### src/logic/ccr_defines.vh
// Purpose: constants for the processor control register bank
// Assumes: included by bare name from ccr_regfile.v
// Notes:   indices are control register numbers 0..31
`ifndef CCR_DEFINES_VH
`define CCR_DEFINES_VH

`define CCR_IDX_STATE      5'h00
`define CCR_IDX_ESAVED     5'h01
`define CCR_IDX_BSAVED     5'h02
`define CCR_IDX_IENABLE    5'h03
`define CCR_IDX_IPENDING   5'h04
`define CCR_IDX_CPUID      5'h05
`define CCR_IDX_CAUSE      5'h07
`define CCR_IDX_PTADDR     5'h08
`define CCR_IDX_TLBACC     5'h09
`define CCR_IDX_TLBMISC    5'h0A
`define CCR_IDX_FAULTADDR  5'h0C
`define CCR_IDX_CORECFG    5'h0D
`define CCR_IDX_MPUBASE    5'h0E
`define CCR_IDX_MPUACC     5'h0F

// state word field positions
`define CCR_BIT_GIE        0
`define CCR_BIT_PRIV       1
`define CCR_BIT_EXC        2

// cause field sits in bits 6:2
`define CCR_CAUSE_LSB      2
`define CCR_CAUSE_MSB      6

`define CCR_STATE_RESET    3'h0
`define CCR_CAUSE_RESET    5'h00

`endif

### src/logic/ccr_regfile.v
// Purpose: control register bank of a soft processor core
// Assumes: pipeline drives one-cycle request strobes on sys_clk
// Notes:   mmu/mpu registers 8-10 and 13-15 are plain storage only
`timescale 1ns/1ps
`include "ccr_defines.vh"

module ccr_regfile #(
  parameter        HAS_MMU   = 0,
  parameter        HAS_MPU   = 0,
  parameter        EXTRA_EXC = 0,
  parameter [31:0] CPU_ID    = 32'h00000000 // arbitrary value
) (
  input  wire        sys_clk,
  input  wire        rst,
  input  wire        rd_req,
  input  wire        wr_req,
  input  wire [4:0]  reg_index,
  input  wire [31:0] wr_data,
  input  wire        exc_take,
  input  wire [4:0]  exc_cause_code,
  input  wire [31:0] exc_fault_addr,
  input  wire        brk_take,
  input  wire        exc_return,
  input  wire        brk_return,
  input  wire [31:0] irq_lines,
  output reg  [31:0] rd_data,
  output reg         rd_valid,
  output reg         access_denied,
  output reg         irq_request,
  output reg         user_mode,
  output reg         global_interrupt_enable,
  output reg         exception_active_flag
);

  localparam HAS_PRIV  = (HAS_MMU != 0) || (HAS_MPU != 0);
  localparam HAS_EXTRA = HAS_PRIV || (EXTRA_EXC != 0);

  reg  [2:0]  state_q;
  reg  [2:0]  state_d;
  reg  [2:0]  esaved_q;
  reg  [2:0]  bsaved_q;
  reg  [31:0] ienable_q;
  reg  [4:0]  cause_q;
  reg  [31:0] faddr_q;
  reg  [31:0] ptaddr_q;
  reg  [31:0] tlbacc_q;
  reg  [31:0] tlbmisc_q;
  reg  [31:0] corecfg_q;
  reg  [31:0] mpubase_q;
  reg  [31:0] mpuacc_q;
  reg  [31:0] irq_meta_q;
  reg  [31:0] irq_sync_q;
  reg  [31:0] rd_mux;
  reg  [2:0]  wr_state;
  wire        super_mode;
  wire        rd_ok;
  wire        wr_ok;
  wire        mmu_live;
  wire        mpu_live;
  wire [31:0] idx_hit;
  wire [31:0] idx_live;
  wire        we_state;
  wire        we_esaved;
  wire        we_bsaved;
  wire        we_ienable;
  wire        we_ptaddr;
  wire        we_tlbacc;
  wire        we_tlbmisc;
  wire        we_corecfg;
  wire        we_mpubase;
  wire        we_mpuacc;

  // privilege bit only takes effect with a protection unit present
  assign super_mode = ~state_q[`CCR_BIT_PRIV];
  assign rd_ok      = rd_req & super_mode;
  assign wr_ok      = wr_req & super_mode;
  assign mmu_live   = (HAS_MMU != 0);
  assign mpu_live   = (HAS_MPU != 0);

  // presence map of the 32-entry index space; a clear bit behaves as
  // reserved, so absent units need no case of their own in the strobes
  assign idx_live[5:0]   = 6'h3F;
  assign idx_live[6]     = 1'b0;
  assign idx_live[7]     = 1'b1;
  assign idx_live[10:8]  = {3{mmu_live}};
  assign idx_live[11]    = 1'b0;
  assign idx_live[12]    = 1'b1;
  assign idx_live[15:13] = {3{mpu_live}};
  assign idx_live[31:16] = 16'h0000;

  // one-hot index decode; the shift stays 32 bits wide
  assign idx_hit = (32'h00000001 << reg_index) & idx_live;

  // write strobes; read-only and reserved places get none
  assign we_state   = wr_ok & idx_hit[`CCR_IDX_STATE];
  assign we_esaved  = wr_ok & idx_hit[`CCR_IDX_ESAVED];
  assign we_bsaved  = wr_ok & idx_hit[`CCR_IDX_BSAVED];
  assign we_ienable = wr_ok & idx_hit[`CCR_IDX_IENABLE];
  assign we_ptaddr  = wr_ok & idx_hit[`CCR_IDX_PTADDR];
  assign we_tlbacc  = wr_ok & idx_hit[`CCR_IDX_TLBACC];
  assign we_tlbmisc = wr_ok & idx_hit[`CCR_IDX_TLBMISC];
  assign we_corecfg = wr_ok & idx_hit[`CCR_IDX_CORECFG];
  assign we_mpubase = wr_ok & idx_hit[`CCR_IDX_MPUBASE];
  assign we_mpuacc  = wr_ok & idx_hit[`CCR_IDX_MPUACC];

  // mask a written state value down to bits this build implements
  always @* begin
    wr_state = 3'h0;
    wr_state[`CCR_BIT_GIE] = wr_data[`CCR_BIT_GIE];
    if (HAS_PRIV) begin
      wr_state[`CCR_BIT_PRIV] = wr_data[`CCR_BIT_PRIV];
    end
    if (mmu_live) begin
      wr_state[`CCR_BIT_EXC] = wr_data[`CCR_BIT_EXC];
    end
  end

  // state word next value; hardware events take priority over a write
  // so a break or exception in the write cycle is never lost
  always @* begin
    state_d = state_q;
    if (we_state) begin
      state_d = wr_state;
    end
    if (exc_return) begin
      state_d = esaved_q;
    end
    if (brk_return) begin
      state_d = bsaved_q;
    end
    if (exc_take || brk_take) begin
      // entry drops to supervisor with interrupts off
      state_d[`CCR_BIT_GIE]  = 1'b0;
      state_d[`CCR_BIT_PRIV] = 1'b0;
      state_d[`CCR_BIT_EXC]  = mmu_live;
    end
  end

  // state word; reset leaves supervisor mode with interrupts off
  always @(posedge sys_clk or posedge rst) begin
    if (rst) begin
      state_q <= `CCR_STATE_RESET;
    end else begin
      state_q <= state_d;
    end
  end

  // exception shadow; an entry in a write cycle wins over the write
  always @(posedge sys_clk or posedge rst) begin
    if (rst) begin
      esaved_q <= `CCR_STATE_RESET;
    end else if (exc_take) begin
      esaved_q <= state_q;
    end else if (we_esaved) begin
      esaved_q <= wr_state;
    end
  end

  // break shadow; same priority as the exception shadow
  always @(posedge sys_clk or posedge rst) begin
    if (rst) begin
      bsaved_q <= `CCR_STATE_RESET;
    end else if (brk_take) begin
      bsaved_q <= state_q;
    end else if (we_bsaved) begin
      bsaved_q <= wr_state;
    end
  end

  // line enables, full width so any line can be masked alone
  always @(posedge sys_clk or posedge rst) begin
    if (rst) begin
      ienable_q <= 32'h00000000;
    end else if (we_ienable) begin
      ienable_q <= wr_data;
    end
  end

  // cause is read-only to software; only non-break entry loads it,
  // and without extra information both stay at their reset value
  always @(posedge sys_clk or posedge rst) begin
    if (rst) begin
      cause_q <= `CCR_CAUSE_RESET;
      faddr_q <= 32'h00000000;
    end else if (exc_take && HAS_EXTRA) begin
      cause_q <= exc_cause_code;
      faddr_q <= exc_fault_addr;
    end
  end

  // page table address: storage only, present with the mmu
  always @(posedge sys_clk or posedge rst) begin
    if (rst) begin
      ptaddr_q <= 32'h00000000;
    end else if (we_ptaddr) begin
      ptaddr_q <= wr_data;
    end
  end

  // translation entry access: storage only, present with the mmu
  always @(posedge sys_clk or posedge rst) begin
    if (rst) begin
      tlbacc_q <= 32'h00000000;
    end else if (we_tlbacc) begin
      tlbacc_q <= wr_data;
    end
  end

  // translation misc control: storage only, present with the mmu
  always @(posedge sys_clk or posedge rst) begin
    if (rst) begin
      tlbmisc_q <= 32'h00000000;
    end else if (we_tlbmisc) begin
      tlbmisc_q <= wr_data;
    end
  end

  // core configuration: storage only, present with the mpu
  always @(posedge sys_clk or posedge rst) begin
    if (rst) begin
      corecfg_q <= 32'h00000000;
    end else if (we_corecfg) begin
      corecfg_q <= wr_data;
    end
  end

  // protection region base: storage only, present with the mpu
  always @(posedge sys_clk or posedge rst) begin
    if (rst) begin
      mpubase_q <= 32'h00000000;
    end else if (we_mpubase) begin
      mpubase_q <= wr_data;
    end
  end

  // protection region access: storage only, present with the mpu
  always @(posedge sys_clk or posedge rst) begin
    if (rst) begin
      mpuacc_q <= 32'h00000000;
    end else if (we_mpuacc) begin
      mpuacc_q <= wr_data;
    end
  end

  // irq lines come from other logic of unknown timing: two-stage sync
  always @(posedge sys_clk or posedge rst) begin
    if (rst) begin
      irq_meta_q <= 32'h00000000;
      irq_sync_q <= 32'h00000000;
    end else begin
      irq_meta_q <= irq_lines;
      irq_sync_q <= irq_meta_q;
    end
  end

  // read decode over the 32-entry index space
  always @* begin
    rd_mux = 32'h00000000;
    case (reg_index)
      `CCR_IDX_STATE:     rd_mux = {29'h0, state_q};
      `CCR_IDX_ESAVED:    rd_mux = {29'h0, esaved_q};
      `CCR_IDX_BSAVED:    rd_mux = {29'h0, bsaved_q};
      `CCR_IDX_IENABLE:   rd_mux = ienable_q;
      `CCR_IDX_IPENDING:  rd_mux = irq_sync_q;
      `CCR_IDX_CPUID:     rd_mux = CPU_ID;
      `CCR_IDX_CAUSE: begin
        if (HAS_EXTRA) begin
          rd_mux[`CCR_CAUSE_MSB:`CCR_CAUSE_LSB] = cause_q;
        end
      end
      `CCR_IDX_PTADDR:    rd_mux = mmu_live ? ptaddr_q : 32'h0;
      `CCR_IDX_TLBACC:    rd_mux = mmu_live ? tlbacc_q : 32'h0;
      `CCR_IDX_TLBMISC:   rd_mux = mmu_live ? tlbmisc_q : 32'h0;
      `CCR_IDX_FAULTADDR: rd_mux = HAS_EXTRA ? faddr_q : 32'h0;
      `CCR_IDX_CORECFG:   rd_mux = mpu_live ? corecfg_q : 32'h0;
      `CCR_IDX_MPUBASE:   rd_mux = mpu_live ? mpubase_q : 32'h0;
      `CCR_IDX_MPUACC:    rd_mux = mpu_live ? mpuacc_q : 32'h0;
      default:            rd_mux = 32'h00000000;
    endcase
  end

  // read answer one cycle after the request; zero outside that cycle
  always @(posedge sys_clk or posedge rst) begin
    if (rst) begin
      rd_valid <= 1'b0;
      rd_data  <= 32'h00000000;
    end else begin
      rd_valid <= rd_ok;
      rd_data  <= rd_ok ? rd_mux : 32'h00000000;
    end
  end

  // user-mode attempt flagged so the pipeline can trap it
  always @(posedge sys_clk or posedge rst) begin
    if (rst) begin
      access_denied <= 1'b0;
    end else begin
      access_denied <= (rd_req | wr_req) & ~super_mode;
    end
  end

  // uses the synced pending so the request matches what is read back;
  // taken from the next state so it moves with the enable output
  always @(posedge sys_clk or posedge rst) begin
    if (rst) begin
      irq_request <= 1'b0;
    end else begin
      irq_request <= state_d[`CCR_BIT_GIE] &
                     (|(ienable_q & irq_sync_q));
    end
  end

  // status mirrors, flopped from the next state word
  always @(posedge sys_clk or posedge rst) begin
    if (rst) begin
      user_mode               <= 1'b0;
      global_interrupt_enable <= 1'b0;
      exception_active_flag   <= 1'b0;
    end else begin
      user_mode               <= state_d[`CCR_BIT_PRIV];
      global_interrupt_enable <= state_d[`CCR_BIT_GIE];
      exception_active_flag   <= state_d[`CCR_BIT_EXC];
    end
  end

endmodule

### config.mk
export PLATFORM = sky130hd
export DESIGN_NAME = ccr_regfile
export DESIGN_NICKNAME = d
export VERILOG_FILES = /design/src/logic/ccr_regfile.v
export VERILOG_INCLUDE_DIRS = /design/src /design/src/logic
export SDC_FILE = /design/constraint.sdc
export NUM_CORES = 1
export LEC_CHECK = 0
export ABC_AREA = 1
export BUFFER_PORTS_ARGS = -buffer_cell sky130_fd_sc_hd__buf_2
export CORE_ASPECT_RATIO = 1.5
export CORE_MARGIN = 8
export CORE_UTILIZATION = 55
export CTS_BUF_LIST = sky130_fd_sc_hd__clkbuf_2
export DETAILED_ROUTE_END_ITERATION = 16
export GPL_ROUTABILITY_DRIVEN = 1
export PLACE_DENSITY = 0.84
export SLEW_MARGIN = 20
export SYNTH_ARGS = -nofsm -noshare
export SYNTH_HDL_FRONTEND = slang
export SYNTH_SLANG_ARGS = --single-unit
### constraint.sdc
create_clock -name sys_clk -period 9.35 [get_ports sys_clk]
set_input_delay 0.4675 -clock sys_clk [delete_from_list [all_inputs] [get_ports sys_clk]]
set_output_delay 0.4675 -clock sys_clk [all_outputs]
set_load 0.02 [all_outputs]
# Word-level counts from Yosys, hierarchy flattened
# Cells that the tools add are included.
[word_totals]
register_bits = 143
input_bits = 114
out_inout_bits = 38
word_cells = 44
[classes]
n_eq_ne = 4
shift = 1
n_mux = 10
n_bitwise = 11
reduce_logical = 5
[ops]
columns = ["op", "count"]
rows = [
  ["$pmux 32 s5", 1],
  ["$and 32x32->32", 1],
  ["$mux 32", 1],
  ["$reduce_or 32->1", 1],
  ["$mux 3", 8],
  ["$eq 5x2->1 const B", 2],
  ["$and 1x1->1", 8],
  ["$eq 5x1->1 const B", 1],
  ["$eq 5x3->1 const B", 1],
  ["$logic_not 5->1", 1],
  ["$shl 1x5->4 const A", 1],
  ["$reduce_bool 2->1", 2],
  ["$logic_or 1x1->1", 1],
  ["$not 1->1", 1],
  ["$or 1x1->1", 1],
]

# Logic depth before layout (Yosys ltp)
# Gate-level depths: netlist of the first run.
[logic_depth]
word_depth = 8
ltp_mapped = 9
depth_no_buf = 9

# Least setup slack after synthesis of the first run
# Ideal clock, no wire load.
[synth_timing]
kind = "reg2reg"
from = "reg state_q[1]"
to = "reg ienable_q[10]"
setup_ps = 125
arrival_time_ps = 1418
t_required_ps = 9225
path_slack_ps = 7807
stages_incl_launch_ff = 7
n_path_buf = 1
period_less_slack_ps = 1543
cell_sequence = "dfrtp_1 -> inv_1 -> nand2_1 -> nor3_4 -> nand2_2 -> buf_6 -> mux2_4"
[synth_between]
elab_chain_len = 3
[synth_rtl]
columns = ["element", "line_no", "rtl"]
rows = [
  ["start, declared", "ccr_regfile.v:38", "reg [2:0] state_q;"],
  ["start signal, assigned", "ccr_regfile.v:142", "state_q <= `CCR_STATE_RESET;"],
  ["start signal, assigned", "ccr_regfile.v:144", "state_q <= state_d;"],
  ["$not 1->1", "ccr_regfile.v:74", "assign super_mode = ~state_q[`CCR_BIT_PRIV];"],
  ["$and 1x1->1", "ccr_regfile.v:76", "assign wr_ok = wr_req & super_mode;"],
  ["$and 1x1->1", "ccr_regfile.v:98", "assign we_ienable = wr_ok & idx_hit[`CCR_IDX_IENABLE];"],
  ["end signal, assigned", "ccr_regfile.v:175", "ienable_q <= wr_data;"],
  ["end, declared", "ccr_regfile.v:42", "reg [31:0] ienable_q;"],
]
# Every way passes these cells.
# A chain may end at the register's enable or synchronous reset.

# Worst setup path after layout of the first run
[layout_timing]
from = "reg state_q[1]"
to = "reg rd_data[11]"
[layout_between]
elab_chain_len = 3
[layout_rtl]
columns = ["element", "line_no", "rtl"]
rows = [
  ["$not 1->1", "ccr_regfile.v:74", ""],
  ["$and 1x1->1", "ccr_regfile.v:75", "assign rd_ok = rd_req & super_mode;"],
  ["net rd_ok", "ccr_regfile.v:56", "wire rd_ok;"],
  ["$mux 32", "ccr_regfile.v:289", "rd_data <= rd_ok ? rd_mux : 32'h00000000;"],
  ["end signal, assigned", "ccr_regfile.v:289", ""],
  ["end, declared", "ccr_regfile.v:26", "output reg [31:0] rd_data,"],
]
# The timed path passes the listed nets, and every way through them passes these cells.

==> flow_summary.json, run 1 <==
{
  "share_of_the_synthesized_area_in_the_top_cell_type_pct": 68.4,
  "net_count_synth": 539,
  "arrival_ns": 2.55,
  "fillCellCount": 619,
  "final.setup.tns_ns": 0,
  "maxClockFrequency_mhz": 503,
  "avgSynthCellArea_sq_um": 12.1,
  "finClkSkew_ns": 0.0313,
  "worst_path_largest_cell_delay_ns": 0.79,
  "final_critical_path_setup_slack_ns": 7.36,
  "timing.max_slew.rel_slack_pct": 32.8,
  "timing.reg2reg.setup_slack_ns": 7.36,
  "dp_hpwl_mm": 7.91,
  "area.growth.synth_to_final_pct": 29.6,
  "worstSetupPathType": "reg -> reg",
  "top_fanout_value_on_the_critical_path": 32,
  "worstSetupStartpointType": "flip-flop",
  "post_synth_main_area_contributors": "dfrtp_1 68%, mux2_4 8.2%, nand2_1 6.7%",
  "io_pins": 152,
  "fin_crit_ns": 1.99,
  "num-nets-final": 726,
  "p_leak_nw": 3.38,
  "tritoncts_num_sinks": 140,
  "synth_ff_type": "dfrtp_1",
  "timing.final.crit_share_pct": 21.3,
  "floorplan_core_area_sq_um": 9150,
  "tritoncts": "done",
  "synthMostInstantiatedCell": "dfrtp_1",
  "hold_path_class": "in -> reg",
  "synth_seq_area_share_pct": 68.4,
  "syn_inst": 425,
  "finalCoreUtilization_pct": 72.6,
  "report.final.hold_viol_count": 0,
  "finalWeightedCongestion": 0.836,
  "critical-path-slowest-cell": "clkinv_1",
  "run_status": "finished clean",
  "dpl-instance-area_sq_um": 5780,
  "worstSkewPairLatency_ns": 0.67,
  "synth_largest_area_cell": "dfrtp_1",
  "viasPerCell": 5.32,
  "crit_path_cell_trace": "nor2_1 > clkinv_1 > a21oi_1",
  "drtIter0Drc": 238,
  "ys_seq_elements": 140,
  "die_h_um": 134,
  "number_of_global_route_vias_before_repair": 4231,
  "worst-endpoint-required_ns": 9.91,
  "wirelength_mm": 13.1,
  "max_cap_violations": 0,
  "power_density_nw_per_um2": 170,
  "yosysWarnings": 0,
  "globalRoute.totalOverflow": 0,
  "post_drt_wl_per_cell_um": 17.7,
  "cts_htree_levels": 4,
  "grt_pass1_wl_mm": 21.0,
  "post-place-ws_ns": 7.01,
  "clockRootBuffer": "clkbuf_2",
  "timing_worst_slew_pin_value_ns": 1.00,
  "area_of_the_mapped_netlist_sq_um": 5120,
  "vias": 3935,
  "std_cell_rows": 43,
  "drt_drc_violations_left": 0,
  "post-cts-setup-buffers": 0,
  "rsz0062_at_grt": "false",
  "synth-async-reset-ratio_pct": 100,
  "p_total_mw": 1.13,
  "register_area_sq_um": 3500,
  "dieWidth_um": 94.8,
  "postLayoutCellArea_sq_um": 6640,
  "final-setup-viol-count": 0,
  "clock_tree.buffer_depth": 2,
  "initial_core_util_pct": 56.0,
  "report.final.slew_viol_count": 0,
  "grt_util_all_layers_pct": 21.9,
  "multi_input_comb_area_sq_um": 1440,
  "grt_max_degree": 74,
  "synthTopCellsByCount": "140 x dfrtp_1, 91 x nand2_1, 37 x nand3_1, 33 x a21oi_1, 28 x mux2_4",
  "cp_num_buf_inv": 1,
  "worst_ir_drop_vdd_mv": 0.125,
  "synthDistinctLibCells": 23,
  "setup.worst_path.end_class": "flip-flop",
  "antenna_violating_nets_post_route": 0,
  "floorplan.die_area_sq_um": 12700,
  "antenna_found_initial": 2,
  "port_buffers": 114,
  "drt_first_pass_iters": 5,
  "cell_family_with_the_largest_share_of_critical_path_delay": "buffers and inverters",
  "drive_above_1_share_pct": 29.6,
  "path_clk_slew_ns": 0.20,
  "numCtsBuffers": 17,
  "number_of_synthesized_flops_with_an_enable_pin": 0
}
## registers in the layout, summed over array words and instances (netlist names)
name and count:
access_denied 1, bsaved_q 3, esaved_q 3, exception_active_flag 1, ienable_q 32, irq_meta_q 32
irq_request 1, irq_sync_q 32, rd_data 32, rd_valid 1, state_q 2
## cell usage in the layout, fill, tap and decap left out
cell type and instances:
nand3_1 37, dfrtp_1 140, mux2_4 28, nor2_2 2
nor3_4 1, o211ai_1 2, clkbuf_2 19, inv_2 1
diode_2 2, nor3_2 1, clkinv_1 4, nand2_4 1
nor2_1 19, clkinv_2 4, o2bb2ai_1 1, bufinv_16 1
dlygate4sd3_1 66, nand4_1 14, o21ai_0 5, clkinv_4 1
a21oi_1 33, nand2_1 91, inv_1 23, o22ai_1 5
inv_6 2, buf_2 114, buf_4 4, clkinvlp_4 3
mux2_2 3
## per-stage QoR
stage | std cells | hold WS (ns)
after floorplan | 425 | 0.331
after global placement | 639 | 0.331
after detailed placement | 639 | 0.335
after CTS | 737 | 0.0269
after global routing | 739 | 0.0434
final | 739 | 0.101
## worst min-delay path: cells and delay by family
family / cells / cell delay [ns]
buffers and inverters: 1 / 0.09
AND/OR/NAND/NOR: 2 / 0.14
AO/OA/AOI/OAI: 1 / 0.06
## power by group
part | leakage, nW | switching [mW] | internal, mW
Sequential | 1.76 | 0.0327 | 0.649
Combinational | 1.49 | 0.0638 | 0.0768
Clock | 0.122 | 0.212 | 0.0940
## cells by family (layout without fill, tap and decap cells)
group	Yosys count	in the layout	synth area share, %
muxes	31	31	8.86
AOI/OAI and AO/OA	46	46	4.79
DFF	140	140	68.4
other	0	2	0
and+or+nand+nor	166	166	14.2
buffers and inverters	42	242	3.83
## per-layer routing
metal / wire [um] / GRT usage [%] / part of all wire [%] / vias to the layer above
met4: 555 / 12.3 / 4.2 / 0
met1: 4590 / 23.0 / 35 / 1951
met2: 7260 / 38.1 / 55 / 157
met3: 693 / 5.87 / 5.3 / 43
met5: 0 / 0 / 0 / -
li1: - / - / - / 1784
## what timing repair did
action,CTS,global route
resized for setup,0,0
endpoints found under the setup margin,0,0
hold buffers,66,0
hold endpoints to repair,132,0
## path summary, 6_finish.rpt
path	from	end	cells past startpoint
min reg2reg	irq_meta_q[9]	irq_sync_q[9]	0
max in group asynchronous	rst	bsaved_q[1]	4
max	state_q[1]	rd_data[11]	3
min	exc_return	exception_active_flag	4
min in group asynchronous	rst	ienable_q[13]	3
max reg2reg	state_q[1]	rd_data[11]	3
## area by class of cell
class / instances / share of cell area [%]
Inverter: 26 / 1.54
Sequential cell: 140 / 52.7
Clock inverter: 13 / 1.53
Multi-Input combinational cell: 243 / 21.6
Clock buffer: 19 / 1.43
Timing Repair Buffer: 184 / 19.0
Antenna cell: 2 / 0.0753
Tap cell: 112 / 2.11
Power figures use the tool's default switching activity.
==> run 2: changes to the inputs <==
- CORE_UTILIZATION: 55 -> 48
- PLACE_DENSITY: 0.84 -> 0.78
- clock period: 9.35 -> 1.7 ns (I/O delays scaled with it)
==> flow_summary.json, run 2 (synthesis gave the netlist of run 1 again) <==
{
  "worst_ir_drop_vdd_mv": 0.666,
  "p_leak_nw": 3.64,
  "timing.max_slew.rel_slack_pct": 71.7,
  "dp_hpwl_mm": 8.18,
  "cp_num_buf_inv": 4,
  "drive_above_1_share_pct": 29.9,
  "antenna_violating_nets_post_route": 0,
  "failed_checks": "negative setup slack",
  "clockRootBuffer": "clkbuf_2",
  "path_depth_of_the_worst_reg2reg_path": 6,
  "final_critical_path_setup_slack_ns": -0.0248,
  "whs_path_depth": 2,
  "post_drt_wl_per_cell_um": 17.2,
  "drt_first_pass_iters": 4,
  "worst-endpoint-required_ns": 2.29,
  "timing.reg2reg.setup_slack_ns": 0.08,
  "wirelength_mm": 14.1,
  "maxClockFrequency_mhz": 580,
  "num-nets-final": 773,
  "crit_path_cell_trace": "dlygate4sd3_1 > buf_2 > nor2_2 > nand2_1 > dlygate4sd3_1 > nor3_4 > clkbuf_16 > nand2_1 > a21oi_1",
  "numCtsBuffers": 17,
  "die_h_um": 143,
  "timing.final.crit_share_pct": 101,
  "floorplan.die_area_sq_um": 14300,
  "rr_endpoint": "ienable_q[15]",
  "timing_worst_slew_pin_value_ns": 0.423,
  "floorplan_core_area_sq_um": 10500,
  "run_status": "finished, violations left",
  "top_fanout_value_on_the_critical_path": 15,
  "critical-path-slowest-cell": "dlygate4sd3_1",
  "tritoncts": "done",
  "report.final.slew_viol_count": 0,
  "layout_common_cells": "140 x dfrtp_1, 114 x buf_2, 102 x dlygate4sd3_1, 91 x nand2_1, 37 x nand3_1",
  "worst_path_largest_cell_delay_ns": 0.62,
  "worstSetupPathType": "in -> reg",
  "vias": 4041,
  "fin_crit_ns": 1.72,
  "cell_family_with_the_largest_share_of_critical_path_delay": "buffers and inverters",
  "finalWeightedCongestion": 0.863,
  "report.final.hold_viol_count": 0,
  "min_delay_worst_endpoint": "irq_meta_q[3]",
  "final-setup-viol-count": 9,
  "p_total_mw": 6.29,
  "layout_commonest_cell": "dfrtp_1",
  "drtIter0Drc": 188,
  "cts_htree_levels": 4,
  "max_cap_violations": 0,
  "initial_core_util_pct": 48.9,
  "globalRoute.totalOverflow": 0,
  "postLayoutCellArea_sq_um": 7260,
  "worstSkewPairLatency_ns": 0.65,
  "setup.worst_path.end_class": "flip-flop",
  "antenna_found_initial": 3,
  "drt_drc_violations_left": 0,
  "grt_util_all_layers_pct": 19.3,
  "post-place-ws_ns": 0.151,
  "hold_path_class": "in -> reg",
  "grt_pass1_wl_mm": 21.1,
  "grt_max_degree": 55,
  "fillCellCount": 757,
  "std_cell_rows": 46,
  "hold_path_startpoint": "irq_lines[3]",
  "io_pins": 152,
  "port_buffers": 114,
  "worstSetupStartpointType": "input pin",
  "number_of_global_route_vias_before_repair": 4330,
  "dieWidth_um": 100,
  "register_area_sq_um": 3500,
  "finClkSkew_ns": 0.0330,
  "viasPerCell": 4.93,
  "path_clk_slew_ns": 0.20,
  "arrival_ns": 2.31,
  "critical_path.reg2reg.startpoint": "state_q[1]",
  "tritoncts_num_sinks": 140,
  "clock_tree.buffer_depth": 2,
  "dpl-instance-area_sq_um": 5940,
  "power_density_nw_per_um2": 867,
  "area.growth.synth_to_final_pct": 41.6,
  "multi_input_comb_area_sq_um": 1450
}
[run 2: worst reg2reg max path: stages, from the launching register on]
cell	delay (ns)
dfrtp_1	0.47
inv_1	0.09
nand2_1	0.12
nor3_4	0.19
nand2_4	0.12
clkbuf_16	0.20
mux2_4	0.31
[run 2: layout make-up]
class	count	share of cell area (%)
clock inverters	7	0.931
multi-input cells	243	19.9
repair buffers	231	25.2
flip-flops and latches	140	48.3
diodes	3	0.103
inverters	26	1.40
well taps	144	2.48
clock buffers	25	1.72
[run 2: worst max path at each step]
stage	startpoint	endpoint	cells past startpoint
5_1_grt	reg_index[3]	rd_data[9]	9
6_report	reg_index[3]	rd_data[9]	9
4_1_cts	reg_index[3]	ienable_q[8]	9
2_1_floorplan	rst	access_denied	1
3_3_place_gp	state_q[1]	ienable_q[29]	6
3_5_place_dp	state_q[1]	ienable_q[28]	6
[run 2: stage by stage]
| stage | TNS (ns) | utilization [%] | hold WS [ns] | instances |
|---|---|---|---|---|
| after global routing | -0.0170 | 69.3 | 0.000794 | 819 |
| after global placement | 0 | 56.7 | 0.104 | 678 |
| after floorplan | -18.77 | - | 0.116 | 425 |
| after detailed placement | 0 | 56.7 | 0.110 | 678 |
| after CTS | 0 | 67.4 | 0.000185 | 802 |
| final | -0.0959 | 69.3 | 0.0781 | 819 |
[run 2: metal layers]
metal  GRT usage, %  routed length (um)
met4           9.76                 425
met5              0                   0
met2           33.9                7660
met3           5.39                 722
met1           20.6                5280
[run 2: power breakdown]
group          total (mW)  switching (mW)  leakage, nW  internal (mW)
logic               0.874           0.373         1.74          0.500
clock network        1.69            1.12        0.132          0.566
registers            3.73           0.163         1.76           3.57
total                6.29            1.66         3.64           4.64
[run 2: timing repair]
action | CTS | global route
endpoints found under the hold margin | 248 | 10
setup buffers | 0 | 0
resized for setup | 0 | 6
setup endpoints to repair | 0 | 34
hold buffers | 92 | 10
